$ cat config.mk
export PLATFORM = sky130hd
export DESIGN_NAME = sehnnp
export DESIGN_NICKNAME = d
export VERILOG_FILES = /design/src/sehnnp_hop_mem.sv /design/src/sehnnp.sv
export SDC_FILE = /design/constraint.sdc
export NUM_CORES = 1
export LEC_CHECK = 0
export ABC_AREA = 1
export BUFFER_PORTS_ARGS = -buffer_cell sky130_fd_sc_hd__buf_2
export CORE_ASPECT_RATIO = 0.7
export CORE_MARGIN = 2
export CORE_UTILIZATION = 40
export CTS_CLUSTER_SIZE = 12
export DETAILED_ROUTE_END_ITERATION = 8
export HOLD_SLACK_MARGIN = 0.06
export SYNTH_ARGS = -nofsm -noshare
export SYNTH_HDL_FRONTEND = slang
export SYNTH_SLANG_ARGS = --single-unit
$ cat constraint.sdc
create_clock -name pclk -period 4.2 [get_ports pclk]
set_input_delay 0.42 -clock pclk [delete_from_list [all_inputs] [get_ports pclk]]
set_output_delay 0.42 -clock pclk [all_outputs]
set_load 0.02 [all_outputs]
$ cat src/sehnnp_hop_mem.sv
`timescale 1ns/100ps

package sehnnp_pkg;
    // apb register byte offsets
    localparam logic [7:0] REG_CTRL = 8'h00;
    localparam logic [7:0] REG_STATUS = 8'h04;
    localparam logic [7:0] REG_NUMER0 = 8'h08;
    localparam logic [7:0] REG_NUMER1 = 8'h0c;
    localparam logic [7:0] REG_REJECT = 8'h10;
    localparam logic [31:0] CTRL_RESET = 32'h0000_0003;
    localparam int CTRL_PARSE_EN_BIT = 0;
    localparam int CTRL_NULL_EN_BIT = 1;
    // extension type codes and fixed lengths
    localparam logic [6:0] EXT_HOP = 7'h0d;
    localparam logic [6:0] EXT_NULL = 7'h0e;
    localparam logic [6:0] EXT_NUMER = 7'h0f;
    localparam logic [7:0] NULL_LEN_WORDS = 8'h01;
    localparam logic [7:0] NUMER_LEN_WORDS = 8'h02;
    localparam logic [7:0] NULL_FLAG_SET = 8'h01;
    localparam logic [7:0] NULL_FLAG_CLEAR = 8'h00;
    // section types
    localparam logic [7:0] SEC_T1 = 8'h01;
    localparam logic [7:0] SEC_T3 = 8'h03;
    localparam logic [7:0] SEC_T5 = 8'h05;
    localparam logic [7:0] SEC_T6 = 8'h06;
    // byte positions inside an extension
    localparam logic [9:0] POS_TYPE = 10'h000;
    localparam logic [9:0] POS_LEN = 10'h001;
    localparam logic [9:0] POS_BODY = 10'h002;
    localparam logic [9:0] POS_NUM_FRAME = 10'h002;
    localparam logic [9:0] POS_NUM_FS0 = 10'h003;
    localparam logic [9:0] POS_NUM_FS1 = 10'h004;
    localparam logic [9:0] POS_NUM_FS2 = 10'h005;
    localparam logic [9:0] POS_NUM_CP0 = 10'h006;
    localparam logic [9:0] POS_NUM_CP1 = 10'h007;
    localparam int SYM_W = 4;
    localparam int BLK_W = 10;
    localparam int MASK_W = 14;

    typedef struct packed {
        logic [SYM_W-1:0] sym;
        logic [BLK_W-1:0] blk;
    } sehnnp_hop_t;

    typedef struct packed {
        logic [7:0] section_type;
        logic [BLK_W-1:0] section_start_block;
        logic [7:0] section_block_count;
        logic [SYM_W-1:0] first_symbol_index;
        logic [SYM_W-1:0] last_symbol_index;
        logic mask_present;
        logic [MASK_W-1:0] symbol_select_mask;
    } sehnnp_sec_t;

    typedef struct packed {
        logic applies;
        logic [BLK_W-1:0] start_block;
        logic [7:0] block_count;
    } sehnnp_ans_t;

    typedef struct packed {
        logic [7:0] frame_layout_code;
        logic [23:0] frequency_shift;
        logic [15:0] guard_prefix_length;
    } sehnnp_numer_t;
endpackage

module sehnnp_hop_mem #(
    parameter int DEPTH = 16,
    parameter int AW = 4
) (
    input wire logic clk,                            // clock
    input wire logic we,                             // write strobe
    input wire logic [AW-1:0] waddr,                 // write address
    input wire sehnnp_pkg::sehnnp_hop_t wdata,       // write data
    input wire logic [AW-1:0] raddr,                 // read address
    output sehnnp_pkg::sehnnp_hop_t rdata            // registered read data
);
    sehnnp_pkg::sehnnp_hop_t mem [DEPTH];
    sehnnp_pkg::sehnnp_hop_t rdata_r;

    generate
        if (DEPTH < 1 || DEPTH > (1 << AW)) begin : g_bad_size
            $error("DEPTH must fit in AW address bits");
        end
    endgenerate

    // no reset: contents only read below the written entry count
    always_ff @(posedge clk) begin
        if (we) begin
            mem[waddr] <= wdata;
        end
        rdata_r <= mem[raddr];
    end

    assign rdata = rdata_r;
endmodule

$ cat src/sehnnp.sv
`timescale 1ns/100ps

// Notes on behaviour
// - hop extension is type 0x0d, taken only in section types 1, 3, 5
// - hop entry: two reserved bits, 4-bit symbol, block bits 9:8, then bits 7:0
// - hop count is twice the length field; entries 1 to count-1 follow
// - symbols between consecutive hop symbols use that hop's start block
// - block count is the same for every hop
// - closing hop bound is last addressed symbol plus one
// - symbols before the first hop use the section start block
// - with a symbol mask present, only masked symbols are addressed
// - nulling extension is type 0x0e, length 1, section type 5 only
// - weights of a nulled layer are forced to zero after computation
// - indicator zero means a normal layer; field is 8 bits
// - numerology extension is type 0x0f, length 2, section types 5 and 6
// - with section type 6 a zero fft type and zero prefix are accepted
module sehnnp #(
    parameter int HOP_DEPTH = 16,
    parameter int WT_W = 32
) (
    input wire logic pclk,                           // clock
    input wire logic presetn,                        // async reset, active low
    input wire logic psel,                           // apb select
    input wire logic penable,                        // apb enable
    input wire logic pwrite,                         // apb direction
    input wire logic [7:0] paddr,                    // apb byte address
    input wire logic [31:0] pwdata,                  // apb write data
    output logic [31:0] prdata,                      // apb read data
    output logic pready,                             // apb ready
    output logic pslverr,                            // apb error
    input wire logic sec_start,                      // new section description
    input wire sehnnp_pkg::sehnnp_sec_t sec,         // section context
    input wire logic ext_valid,                      // extension byte valid
    input wire logic ext_start,                      // first byte of an extension
    input wire logic [7:0] ext_byte,                 // extension byte
    input wire logic qry_valid,                      // symbol query
    input wire logic [3:0] qry_symbol,               // queried symbol
    output logic qry_ready,                          // query taken when high
    output logic ans_valid,                          // answer pulse
    output sehnnp_pkg::sehnnp_ans_t ans,             // answer
    input wire logic wt_valid_i,                     // computed weight valid
    input wire logic [WT_W-1:0] wt_data_i,           // computed weight
    output logic wt_valid_o,                         // weight out valid
    output logic [WT_W-1:0] wt_data_o,               // weight out
    output logic layer_null_flag,                    // current layer is nulled
    output logic numer_valid,                        // numerology fields held
    output sehnnp_pkg::sehnnp_numer_t numer          // numerology fields
);
    localparam int AW = (HOP_DEPTH > 1) ? $clog2(HOP_DEPTH) : 1;

    generate
        if (HOP_DEPTH < 2 || HOP_DEPTH > 256) begin : g_bad_depth
            $error("HOP_DEPTH must lie in 2..256");
        end
        if (WT_W < 1) begin : g_bad_wt
            $error("WT_W must be positive");
        end
    endgenerate

    function automatic logic [3:0] low_sym(input logic [13:0] m);
        logic [3:0] r;
        r = 4'h0;
        for (int i = 13; i >= 0; i--) begin
            if (m[i]) begin
                r = 4'(i);
            end
        end
        return r;
    endfunction

    function automatic logic [3:0] high_sym(input logic [13:0] m);
        logic [3:0] r;
        r = 4'h0;
        for (int i = 0; i < 14; i++) begin
            if (m[i]) begin
                r = 4'(i);
            end
        end
        return r;
    endfunction

    typedef enum logic [1:0] {Q_IDLE, Q_RD, Q_CMP, Q_ANS} sehnnp_qst_t;

    // ---------------- register file
    logic [31:0] ctrl_r;
    logic [31:0] prdata_r;
    logic [7:0] rej_cnt_r;
    logic [7:0] rej_cnt_nxt;
    logic ovf_r;
    logic hop_valid_r;
    logic last_ef_r;
    logic [8:0] n_ent_r;

    wire apb_setup = psel && !penable;
    wire apb_wr = psel && penable && pwrite;
    wire hit_ctrl = (paddr == sehnnp_pkg::REG_CTRL);
    wire hit_stat = (paddr == sehnnp_pkg::REG_STATUS);
    wire hit_n0 = (paddr == sehnnp_pkg::REG_NUMER0);
    wire hit_n1 = (paddr == sehnnp_pkg::REG_NUMER1);
    wire hit_rej = (paddr == sehnnp_pkg::REG_REJECT);
    wire mapped = hit_ctrl || hit_stat || hit_n0 || hit_n1 || hit_rej;
    wire parse_en = ctrl_r[sehnnp_pkg::CTRL_PARSE_EN_BIT];
    wire null_en = ctrl_r[sehnnp_pkg::CTRL_NULL_EN_BIT];

    wire [31:0] stat_word = {19'h0, last_ef_r, numer_valid, layer_null_flag, ovf_r,
                             hop_valid_r, n_ent_r[7:0]};
    wire [31:0] rd_mux = hit_ctrl ? ctrl_r :
                         hit_stat ? stat_word :
                         hit_n0 ? {8'h0, numer.frame_layout_code, numer.guard_prefix_length} :
                         hit_n1 ? {8'h0, numer.frequency_shift} :
                         hit_rej ? {24'h0, rej_cnt_r} : 32'h0;

    assign pready = 1'b1;
    assign pslverr = psel && penable && !mapped;
    assign prdata = prdata_r;

    always_ff @(posedge pclk or negedge presetn) begin
        if (!presetn) begin
            ctrl_r <= sehnnp_pkg::CTRL_RESET;
            prdata_r <= 32'h0;
        end else begin
            if (apb_setup) begin
                prdata_r <= rd_mux;
            end
            if (apb_wr && hit_ctrl) begin
                ctrl_r <= {30'h0, pwdata[1:0]};
            end
        end
    end

    // ---------------- extension byte parser
    logic [9:0] bcnt_r;
    logic [6:0] type_r;
    logic [7:0] len_r;
    logic acc_hop_r;
    logic acc_null_r;
    logic acc_num_r;
    logic [7:0] hi_r;

    wire byte_in = ext_valid && parse_en;
    wire [9:0] pos = ext_start ? sehnnp_pkg::POS_TYPE : bcnt_r;
    wire at_len = byte_in && (pos == sehnnp_pkg::POS_LEN);
    wire [7:0] st = sec.section_type;
    wire st_135 = (st == sehnnp_pkg::SEC_T1) || (st == sehnnp_pkg::SEC_T3) ||
                  (st == sehnnp_pkg::SEC_T5);
    wire ok_hop = (type_r == sehnnp_pkg::EXT_HOP) && st_135 && (ext_byte != 8'h0);
    wire ok_null = (type_r == sehnnp_pkg::EXT_NULL) && (ext_byte == sehnnp_pkg::NULL_LEN_WORDS) &&
                   (st == sehnnp_pkg::SEC_T5);
    wire ok_num = (type_r == sehnnp_pkg::EXT_NUMER) &&
                  (ext_byte == sehnnp_pkg::NUMER_LEN_WORDS) &&
                  ((st == sehnnp_pkg::SEC_T5) || (st == sehnnp_pkg::SEC_T6));
    wire reject = at_len && !(ok_hop || ok_null || ok_num);
    wire body = byte_in && !ext_start && (bcnt_r >= sehnnp_pkg::POS_BODY);
    // the length counts whole words, type and length bytes included
    wire last_byte = body && (bcnt_r == ({len_r, 2'b00} - 10'h1));

    // hop entries: even body bytes hold the high part, odd ones complete the entry
    wire [9:0] k = bcnt_r - sehnnp_pkg::POS_BODY;
    wire [8:0] ent_idx = k[9:1];
    wire hop_byte = body && acc_hop_r;
    wire mem_we = hop_byte && k[0] && (ent_idx < 9'(HOP_DEPTH));
    sehnnp_pkg::sehnnp_hop_t mem_wdata;
    assign mem_wdata.sym = hi_r[5:2];
    assign mem_wdata.blk = {hi_r[1:0], ext_byte};
    // entries 1..2*len-1 in the body
    wire [8:0] ent_total = {len_r, 1'b0} - 9'h1;
    wire hop_done = last_byte && acc_hop_r;

    assign rej_cnt_nxt = reject ? rej_cnt_r + 8'h1 : (apb_wr && hit_rej) ? 8'h0 : rej_cnt_r;

    always_ff @(posedge pclk or negedge presetn) begin
        if (!presetn) begin
            bcnt_r <= 10'h0;
            type_r <= 7'h0;
            len_r <= 8'h0;
            acc_hop_r <= 1'b0;
            acc_null_r <= 1'b0;
            acc_num_r <= 1'b0;
            hi_r <= 8'h0;
            last_ef_r <= 1'b0;
            rej_cnt_r <= 8'h0;
        end else begin
            rej_cnt_r <= rej_cnt_nxt;
            if (byte_in) begin
                bcnt_r <= pos + 10'h1;
            end
            if (byte_in && ext_start) begin
                type_r <= ext_byte[6:0];
                last_ef_r <= ext_byte[7];
                acc_hop_r <= 1'b0;
                acc_null_r <= 1'b0;
                acc_num_r <= 1'b0;
            end
            if (at_len) begin
                len_r <= ext_byte;
                acc_hop_r <= ok_hop;
                acc_null_r <= ok_null;
                acc_num_r <= ok_num;
            end
            if (hop_byte && !k[0]) begin
                hi_r <= ext_byte;
            end
            if (last_byte) begin
                acc_hop_r <= 1'b0;
                acc_null_r <= 1'b0;
                acc_num_r <= 1'b0;
            end
        end
    end

    // hop table state, cleared for every new section
    always_ff @(posedge pclk or negedge presetn) begin
        if (!presetn) begin
            hop_valid_r <= 1'b0;
            n_ent_r <= 9'h0;
            ovf_r <= 1'b0;
        end else if (sec_start) begin
            hop_valid_r <= 1'b0;
            n_ent_r <= 9'h0;
            ovf_r <= 1'b0;
        end else if (hop_done) begin
            hop_valid_r <= 1'b1;
            ovf_r <= (ent_total > 9'(HOP_DEPTH));
            // too many entries: keep the first HOP_DEPTH only
            n_ent_r <= (ent_total > 9'(HOP_DEPTH)) ? 9'(HOP_DEPTH) : ent_total;
        end
    end

    // ---------------- nulling and numerology fields
    logic null_r;
    sehnnp_pkg::sehnnp_numer_t numer_r;
    logic numer_valid_r;
    logic [WT_W-1:0] wt_r;
    logic wt_v_r;

    wire null_byte = body && acc_null_r && (bcnt_r == sehnnp_pkg::POS_BODY);
    wire num_byte = body && acc_num_r;

    always_ff @(posedge pclk or negedge presetn) begin
        if (!presetn) begin
            null_r <= 1'b0;
            numer_r <= '0;
            numer_valid_r <= 1'b0;
        end else begin
            if (sec_start) begin
                null_r <= 1'b0;
                numer_valid_r <= 1'b0;
            end else if (null_byte) begin
                // only the exact value one nulls; zero and anything else is normal
                null_r <= (ext_byte == sehnnp_pkg::NULL_FLAG_SET);
            end
            // byte after the indicator is reserved and never looked at
            if (num_byte) begin
                case (bcnt_r)
                    sehnnp_pkg::POS_NUM_FRAME: numer_r.frame_layout_code <= ext_byte;
                    sehnnp_pkg::POS_NUM_FS0: numer_r.frequency_shift[23:16] <= ext_byte;
                    sehnnp_pkg::POS_NUM_FS1: numer_r.frequency_shift[15:8] <= ext_byte;
                    sehnnp_pkg::POS_NUM_FS2: numer_r.frequency_shift[7:0] <= ext_byte;
                    sehnnp_pkg::POS_NUM_CP0: numer_r.guard_prefix_length[15:8] <= ext_byte;
                    sehnnp_pkg::POS_NUM_CP1: numer_r.guard_prefix_length[7:0] <= ext_byte;
                    default: ;
                endcase
            end
            // zero fft type and zero prefix pass unchecked, as type 6 allows them
            if (last_byte && acc_num_r && !sec_start) begin
                numer_valid_r <= 1'b1;
            end
        end
    end

    assign layer_null_flag = null_r;
    assign numer = numer_r;
    assign numer_valid = numer_valid_r;

    // weights arrive already computed over all layers; zeroing is applied afterwards
    always_ff @(posedge pclk or negedge presetn) begin
        if (!presetn) begin
            wt_r <= '0;
            wt_v_r <= 1'b0;
        end else begin
            wt_v_r <= wt_valid_i;
            if (wt_valid_i) begin
                wt_r <= (null_r && null_en) ? '0 : wt_data_i;
            end
        end
    end

    assign wt_valid_o = wt_v_r;
    assign wt_data_o = wt_r;

    // ---------------- symbol query: walk the ordered hop list
    sehnnp_qst_t qst_r;
    logic [8:0] idx_r;
    logic [3:0] qsym_r;
    logic [9:0] best_r;
    sehnnp_pkg::sehnnp_ans_t ans_r;
    sehnnp_pkg::sehnnp_hop_t mem_rdata;

    sehnnp_hop_mem #(
        .DEPTH(HOP_DEPTH),
        .AW(AW)
    ) u_mem (
        .clk(pclk),
        .we(mem_we),
        .waddr(ent_idx[AW-1:0]),
        .wdata(mem_wdata),
        .raddr(idx_r[AW-1:0]),
        .rdata(mem_rdata)
    );

    wire [3:0] first_sym = sec.mask_present ? low_sym(sec.symbol_select_mask) :
                           sec.first_symbol_index;
    wire [3:0] last_sym = sec.mask_present ? high_sym(sec.symbol_select_mask) :
                          sec.last_symbol_index;
    wire [15:0] mask16 = {2'b00, sec.symbol_select_mask};
    // guard bound last+1 means nothing past the last symbol is addressed
    wire addressed = (qsym_r >= first_sym) && (qsym_r <= last_sym) &&
                     (!sec.mask_present || mask16[qsym_r]);
    wire n_empty = !hop_valid_r || (n_ent_r == 9'h0);
    wire hop_hit = (mem_rdata.sym <= qsym_r);
    wire scan_end = !hop_hit || (idx_r + 9'h1 >= n_ent_r);

    assign qry_ready = (qst_r == Q_IDLE);

    always_ff @(posedge pclk or negedge presetn) begin
        if (!presetn) begin
            qst_r <= Q_IDLE;
            idx_r <= 9'h0;
            qsym_r <= 4'h0;
            best_r <= 10'h0;
            ans_r <= '0;
        end else begin
            case (qst_r)
                Q_IDLE: begin
                    if (qry_valid) begin
                        qsym_r <= qry_symbol;
                        idx_r <= 9'h0;
                        best_r <= sec.section_start_block;
                        qst_r <= n_empty ? Q_ANS : Q_RD;
                    end
                end
                Q_RD: begin
                    qst_r <= Q_CMP;
                end
                Q_CMP: begin
                    // list is ordered, so the first later symbol ends the walk
                    if (hop_hit) begin
                        best_r <= mem_rdata.blk;
                    end
                    idx_r <= idx_r + 9'h1;
                    qst_r <= scan_end ? Q_ANS : Q_RD;
                end
                Q_ANS: begin
                    ans_r.applies <= addressed;
                    ans_r.start_block <= best_r;
                    ans_r.block_count <= sec.section_block_count;
                    qst_r <= Q_IDLE;
                end
                default: qst_r <= Q_IDLE;
            endcase
        end
    end

    logic ans_v_r;
    always_ff @(posedge pclk or negedge presetn) begin
        if (!presetn) begin
            ans_v_r <= 1'b0;
        end else begin
            ans_v_r <= (qst_r == Q_ANS);
        end
    end

    assign ans_valid = ans_v_r;
    assign ans = ans_r;
endmodule

### Word level (Yosys, flattened, before mapping)

Memory sizes are Yosys's and may differ from the RTL's. A register that Yosys moved wholly into a read port is not among the register bits.
Index checks and enable logic that the tools add are counted.

| cells by class | value |
|---|---|
| $add $sub $neg | 6 |
| order comparisons | 8 |
| eq/ne operators | 26 |
| mux-type cells | 69 |
| reduce and logical (&&, ||, !) cells | 72 |

Operators by type and width:

| operator | count |
|---|---|
| 4-bit 2-to-1 mux | 28 |
| 24-bit 2-to-1 mux | 4 |
| 10-bit by 3-bit == test with 1-bit output (second input constant) | 4 |
| 9-bit 2-to-1 mux | 4 |
| 1-bit logical AND | 32 |
| 32-bit 2-to-1 mux | 1 |
| 10-bit 2-to-1 mux | 3 |
| 8-bit by 3-bit == test with 1-bit output (second input constant) | 3 |
| 8-bit 2-to-1 mux | 3 |
| 7-bit by 4-bit == test with 1-bit output (second input constant) | 3 |
| 10-bit by 2-bit == test with 1-bit output (second input constant) | 2 |
| 10-bit one-hot mux with 2 select lines | 1 |
| 1-bit 2-to-1 mux | 19 |
| 9-bit one-hot mux with 2 select lines | 1 |
| 8-bit by 1-bit == test with 1-bit output (second input constant) | 2 |
| 8-bit by 2-bit == test with 1-bit output (second input constant) | 2 |
| 8-bit by 4-bit == test with 1-bit output (second input constant) | 2 |
| 2-bit AND reduction | 8 |
| 1-bit logical OR | 12 |
| 10-bit by 1-bit adder with 10-bit output (second input constant) | 1 |
| 10-bit by 1-bit == test with 1-bit output (second input constant) | 1 |
| 10-bit == test | 1 |
| 10-bit by 2-bit >= comparator with 1-bit output (second input constant) | 1 |
| 2-bit nonzero test | 5 |
| 25 further kinds | 38 |

| storage, ports and cells | value |
|---|---|
| register bits after elaboration | 216 |
| memory bits (writable) | 224 |
| input port bits | 143 |
| output and inout port bits | 138 |
| logic and storage cells | 214 |
| memories | 1 |

Memory list:

| name | depth | width | rd ports | clocked after Yosys merged registers in | wr ports | line | RTL |
|---|---|---|---|---|---|---|---|
| u_mem.mem | 16 | 14 | 1 | 1 | 1 | sehnnp_hop_mem.sv:79 | `sehnnp_pkg::sehnnp_hop_t mem [DEPTH];` |

### Logic depth before layout (Yosys ltp)

| depth | value |
|---|---|
| depth after elaboration | 18 |
| gate-level depth with buffers | 20 |
| depth with buffers taken out | 20 |

### Modules after synthesis

Synthesis repeated with hierarchy kept, for this count alone.

| second synthesis, totals | value |
|---|---|
| cells, all modules | 2288 |
| area total of the unflattened synthesis | 20794.9 µm² |

By module, submodules not included:

| module | times used | cells an instance | area an instance (µm²) | sequential area each (µm²) |
|---|---|---|---|---|
| sehnnp | 1 | 1345 | 10809.1 | 5207.5 |
| sehnnp_hop_mem | 1 | 943 | 9985.8 | 7006.7 |

### Least setup slack after synthesis

OpenSTA, ideal clock, no wires.

| path | value |
|---|---|
| path type | register to register |
| start | reg ctrl_r[0] |
| end | mem u_mem.mem[13][0] (netlist bit) (enable) |
| arrival | 1.986 ns |
| data required time | 3.816 ns |
| path slack | 1.830 ns |
| cell stages (with the launch flop) | 9 |
| period minus slack after synthesis | 2.370 ns |
| cells stage by stage | dfstp_2 nand2_1 nor2_1 inv_1 a21oi_4 nand3_1 nor2_1 nand2_1 nor2_1 |

| on the way | value |
|---|---|
| longest elaborated chain between the ends | 8 |

Ends and longest elaborated chain:

| what | line | RTL |
|---|---|---|
| start: declaration | sehnnp.sv:85 | `logic [31:0] ctrl_r;` |
| start signal: assignment | sehnnp.sv:119 | `ctrl_r <= sehnnp_pkg::CTRL_RESET;` |
| start signal: assignment | sehnnp.sv:126 | `ctrl_r <= {30'h0, pwdata[1:0]};` |
| 1-bit logical AND | sehnnp.sv:140 | `wire byte_in = ext_valid && parse_en;` |
| 1-bit logical AND (2 in series) | sehnnp.sv:153 | `wire body = byte_in && !ext_start && (bcnt_r >= sehnnp_pkg::POS_BODY);` |
| 1-bit logical AND | sehnnp.sv:160 | `wire hop_byte = body && acc_hop_r;` |
| 1-bit logical AND (2 in series) | sehnnp.sv:161 | `wire mem_we = hop_byte && k[0] && (ent_idx < 9'(HOP_DEPTH));` |
| 1-bit 2-to-1 mux | sehnnp_hop_mem.sv:90 | `if (we) begin` |
| 1-bit 2-to-1 mux (implied by the code) | sehnnp_hop_mem.sv:91 | `mem[waddr] <= wdata;` |
| end: declaration | sehnnp_hop_mem.sv:79 |  |

Every way passes these cells.

### Final worst setup path

| path | value |
|---|---|
| start | reg ctrl_r[0] |
| end | mem u_mem.mem[0][1] (netlist bit) (enable) |

Same word-level chain as after synthesis.

==> results.sh <==
export IMPL_cts_resized=0
export IMPL_antenna_cells=0
export IMPL_crit_buf_inv=3
export IMPL_drt_initial_drc_count=1635
export IMPL_drive_above_1_share_pct=16.6
export IMPL_setup_viol_count_final=0
export IMPL_drc_errors=0
export IMPL_cp_end_kind="register"
export IMPL_cap_violations=0
export IMPL_start_util_pct=40.8
export IMPL_rsz0062_at_grt="false"
export IMPL_core_area_um2=48200
export IMPL_crit_type="register to register"
export IMPL_cts_tree="built"
export IMPL_grt_total_usage_pct=21.1
export IMPL_tightestPinTransition_ns=1.14
export IMPL_ys_flop_type="edfxtp_1"
export IMPL_synth_edf_count=224
export IMPL_vias=15200
export IMPL_ys_types=50
export IMPL_firstDrtPassIters=5
export IMPL_cts_buffers=45
export IMPL_synth_commonest_cells="nand2_1, edfxtp_1, dfrtp_1"
export IMPL_synthMuxAreaShare_pct=0
export IMPL_worstPathArrival_ns=3.29
export IMPL_synth_compound_gate_area_share_pct=11.3
export IMPL_cp_start_kind="register"
export IMPL_period_needed_ns=3.05
export IMPL_peakVddDrop_v=0.000264
export IMPL_worstPathCellList="nand2_1, nor2_1, inv_1, a21oi_4, nand3_1, inv_1, nand3_1, nor2_1, buf_4"
export IMPL_fin_crit_sh_pct=72.7
export IMPL_netlist_area_um2=19600
export IMPL_die_w_um=269
export IMPL_synth_top_area_share_pct=34.2
export IMPL_wire_per_inst_um=18.6
export IMPL_yosys_area_share_simple_pct=18.4
export IMPL_grt_first_pass_wirelength_um=83600
export IMPL_gr_total_overflow=0
export IMPL_cts_num_sinks=446
export IMPL_ys_ff_latch=446
export IMPL_cp_slowest_stage_delay_ns=0.67
export IMPL_synth_top_family_by_area="simple AND/OR/NAND/NOR gates"
export IMPL_num_fill_cells=4457
export IMPL_synth_most_common_cell="nand2_1"
export IMPL_synthAdderAreaFrac_pct=1.66
export IMPL_cpMaxStageDelayCell="nor2_1"
export IMPL_finalHoldViolations=0
export IMPL_die_y_um=189
export IMPL_yosys_warnings=0
export IMPL_routed_via_density=5.23
export IMPL_grt_max_degree=98
export IMPL_place_hpwl_um=36700
export IMPL_relSlewSlack_pct=23.6
export IMPL_synth_xor_area_share_pct=0.936
export IMPL_clkTransAtPathRegs_ns=0.06
export IMPL_skew_ns=0.0240
export IMPL_status="completed"
export IMPL_drv_slew=0
export IMPL_place_congestion=0.892
export IMPL_yosys_top_cells_area="edfxtp_1, dfrtp_1, nand2_1"
export IMPL_syn_area_per_cell_um2=9.91
export IMPL_cp_data_required_time_ns=4.44
export IMPL_die_area_um2=50900
export IMPL_fin_tns_setup_ns=0
export IMPL_synthCells=1983
export IMPL_hp_class="primary input to register"
export IMPL_insertion_delay_ns=0.56
export IMPL_ant_nets=0
export IMPL_htree_num_levels=2
export IMPL_power_mw=12.5
export IMPL_fin_ws_ns=1.15
export IMPL_power_leakage_nw=10.3
export IMPL_routed_wl_um=54100
export IMPL_fmax_ghz=0.328
export IMPL_numPortBuffers=241
export IMPL_post_cts_buffers=0
export IMPL_pre_cts_ws_ns=1.22
export IMPL_final_nets=2390
export IMPL_io_pins=281
export IMPL_p_per_area_nw_per_um2=544
export IMPL_async_reset_ff_share_pct=46.6
export IMPL_crit_fanout=8
export IMPL_grt_pass1_vias=14300
export IMPL_yosysTopAreaCell="edfxtp_1"
export IMPL_ys_seq_area_share_pct=62.2
export IMPL_rows=67
export IMPL_synthToLayoutAreaGrowth_pct=16.6
export IMPL_clockBufferDepth=3
export IMPL_root_buffer="clkbuf_16"
export IMPL_cp_top_family="simple AND/OR/NAND/NOR gates"
export IMPL_antenna_found_initial=1
## cell type report
type	count	area, um2	area share, %
Clock buffer	75	1290	5.63
Clock inverter	4	43.8	0.191
Inverter	173	654	2.86
Multi-Input combinational cell	1280	6380	27.9
Sequential cell	446	12200	53.4
Tap cell	655	820	3.58
Timing Repair Buffer	275	1490	6.53
## placed cells by master (no fill, tap or decap), types with 9 or more instances in the layout
master / Yosys / layout
conb_1: 2 / 9
o221ai_1: 13 / 13
nor3_1: 18 / 18
nand2_4: 9 / 9
dfxtp_1: 14 / 14
edfxtp_1: 224 / 224
clkbuf_1: 67 / 25
o21ai_0: 170 / 170
xor2_1: 13 / 13
buf_2: 5 / 240
ha_1: 26 / 26
a22o_1: 11 / 11
o21ai_1: 51 / 51
inv_2: 10 / 10
nand4_1: 32 / 32
a21oi_1: 73 / 73
nand3_1: 121 / 121
inv_1: 158 / 158
dfrtp_1: 206 / 205
a221oi_1: 15 / 15
o22ai_1: 20 / 20
nand2_1: 455 / 455
buf_4: 12 / 29
clkbuf_16: 0 / 45
nor2_1: 174 / 174
o31ai_1: 12 / 12
## flip-flops by register name, summed over array words and instances, names as in the netlist, 2 cells and up
register and cells:
ans 19, bcnt_r 10, best_r 10, ctrl_r 2, hi_r 6, idx_r 9, len_r 8, n_ent_r 9
numer 48, prdata 24, qst_r 2, qsym_r 4, rej_cnt_r 8, type_r 7, u_mem.mem 224, u_mem.rdata 14
wt_data_o 32
## layer usage
layer | GRT usage, % | vias up | wire length (um)
met1 | 33.3 | 7405 | 26500
li1 | - | 7238 | -
met2 | 30.4 | 519 | 23000
met3 | 3.68 | 56 | 3890
met5 | 0 | - | 0
met4 | 3.72 | 0 | 664
## report_power, final
part           total, mW  switching, mW  internal, mW  leakage (nW)
Sequential          5.23          0.270          4.96          5.00
Combinational       3.46           2.43          1.03          4.63
Clock               3.77           1.63          2.14         0.644
Total               12.5           4.34          8.13          10.3
## worst min-delay path, delay by kind of cell
family,cells,cell delay (ns)
buf+inv,1,0.08
simple gates,2,0.09
## through the flow
step	std cells	utilization (%)	area (um2)	hold WS [ns]
2_1_floorplan	1990	-	19700	0.124
3_3_place_gp	2825	44.6	21500	0.456
3_5_place_dp	2825	44.6	21500	0.455
4_1_cts	2908	47.5	22900	0.0660
5_1_grt	2908	47.5	22900	0.0831
6_report	2908	47.5	22900	0.0819
## final timing paths
| check | start | to | slack [ns] | cells past startpoint |
|---|---|---|---|---|
| max | ctrl_r[0] | u_mem.mem[0][1] | 1.15 | 9 |
| min | sec[28] | ans[5] | 0.08 | 3 |
| max reg2reg | ctrl_r[0] | u_mem.mem[0][1] | 1.15 | 9 |
| min reg2reg | best_r[9] | ans[17] | 0.46 | 2 |
| max in group asynchronous | presetn | idx_r[0] | 2.69 | 3 |
| min in group asynchronous | presetn | wt_data_o[14] | 0.52 | 2 |
## repair_timing
action / in CTS / in global routing
endpoints found under the setup margin: 0 / 0
hold endpoints to repair: 96 / 0
hold buffers: 4 / 0
## cells by family (layout without fill, tap and decap cells)
logic type,after synthesis,in the layout
other,2,9
AND/OR/NAND/NOR,837,837
adder cells (fa/ha/maj),26,26
flip-flops,446,446
XOR/XNOR,21,21
buffers and inverters,264,527
AO/OA/AOI/OAI,387,387
Power figures use the tool's default switching activity.
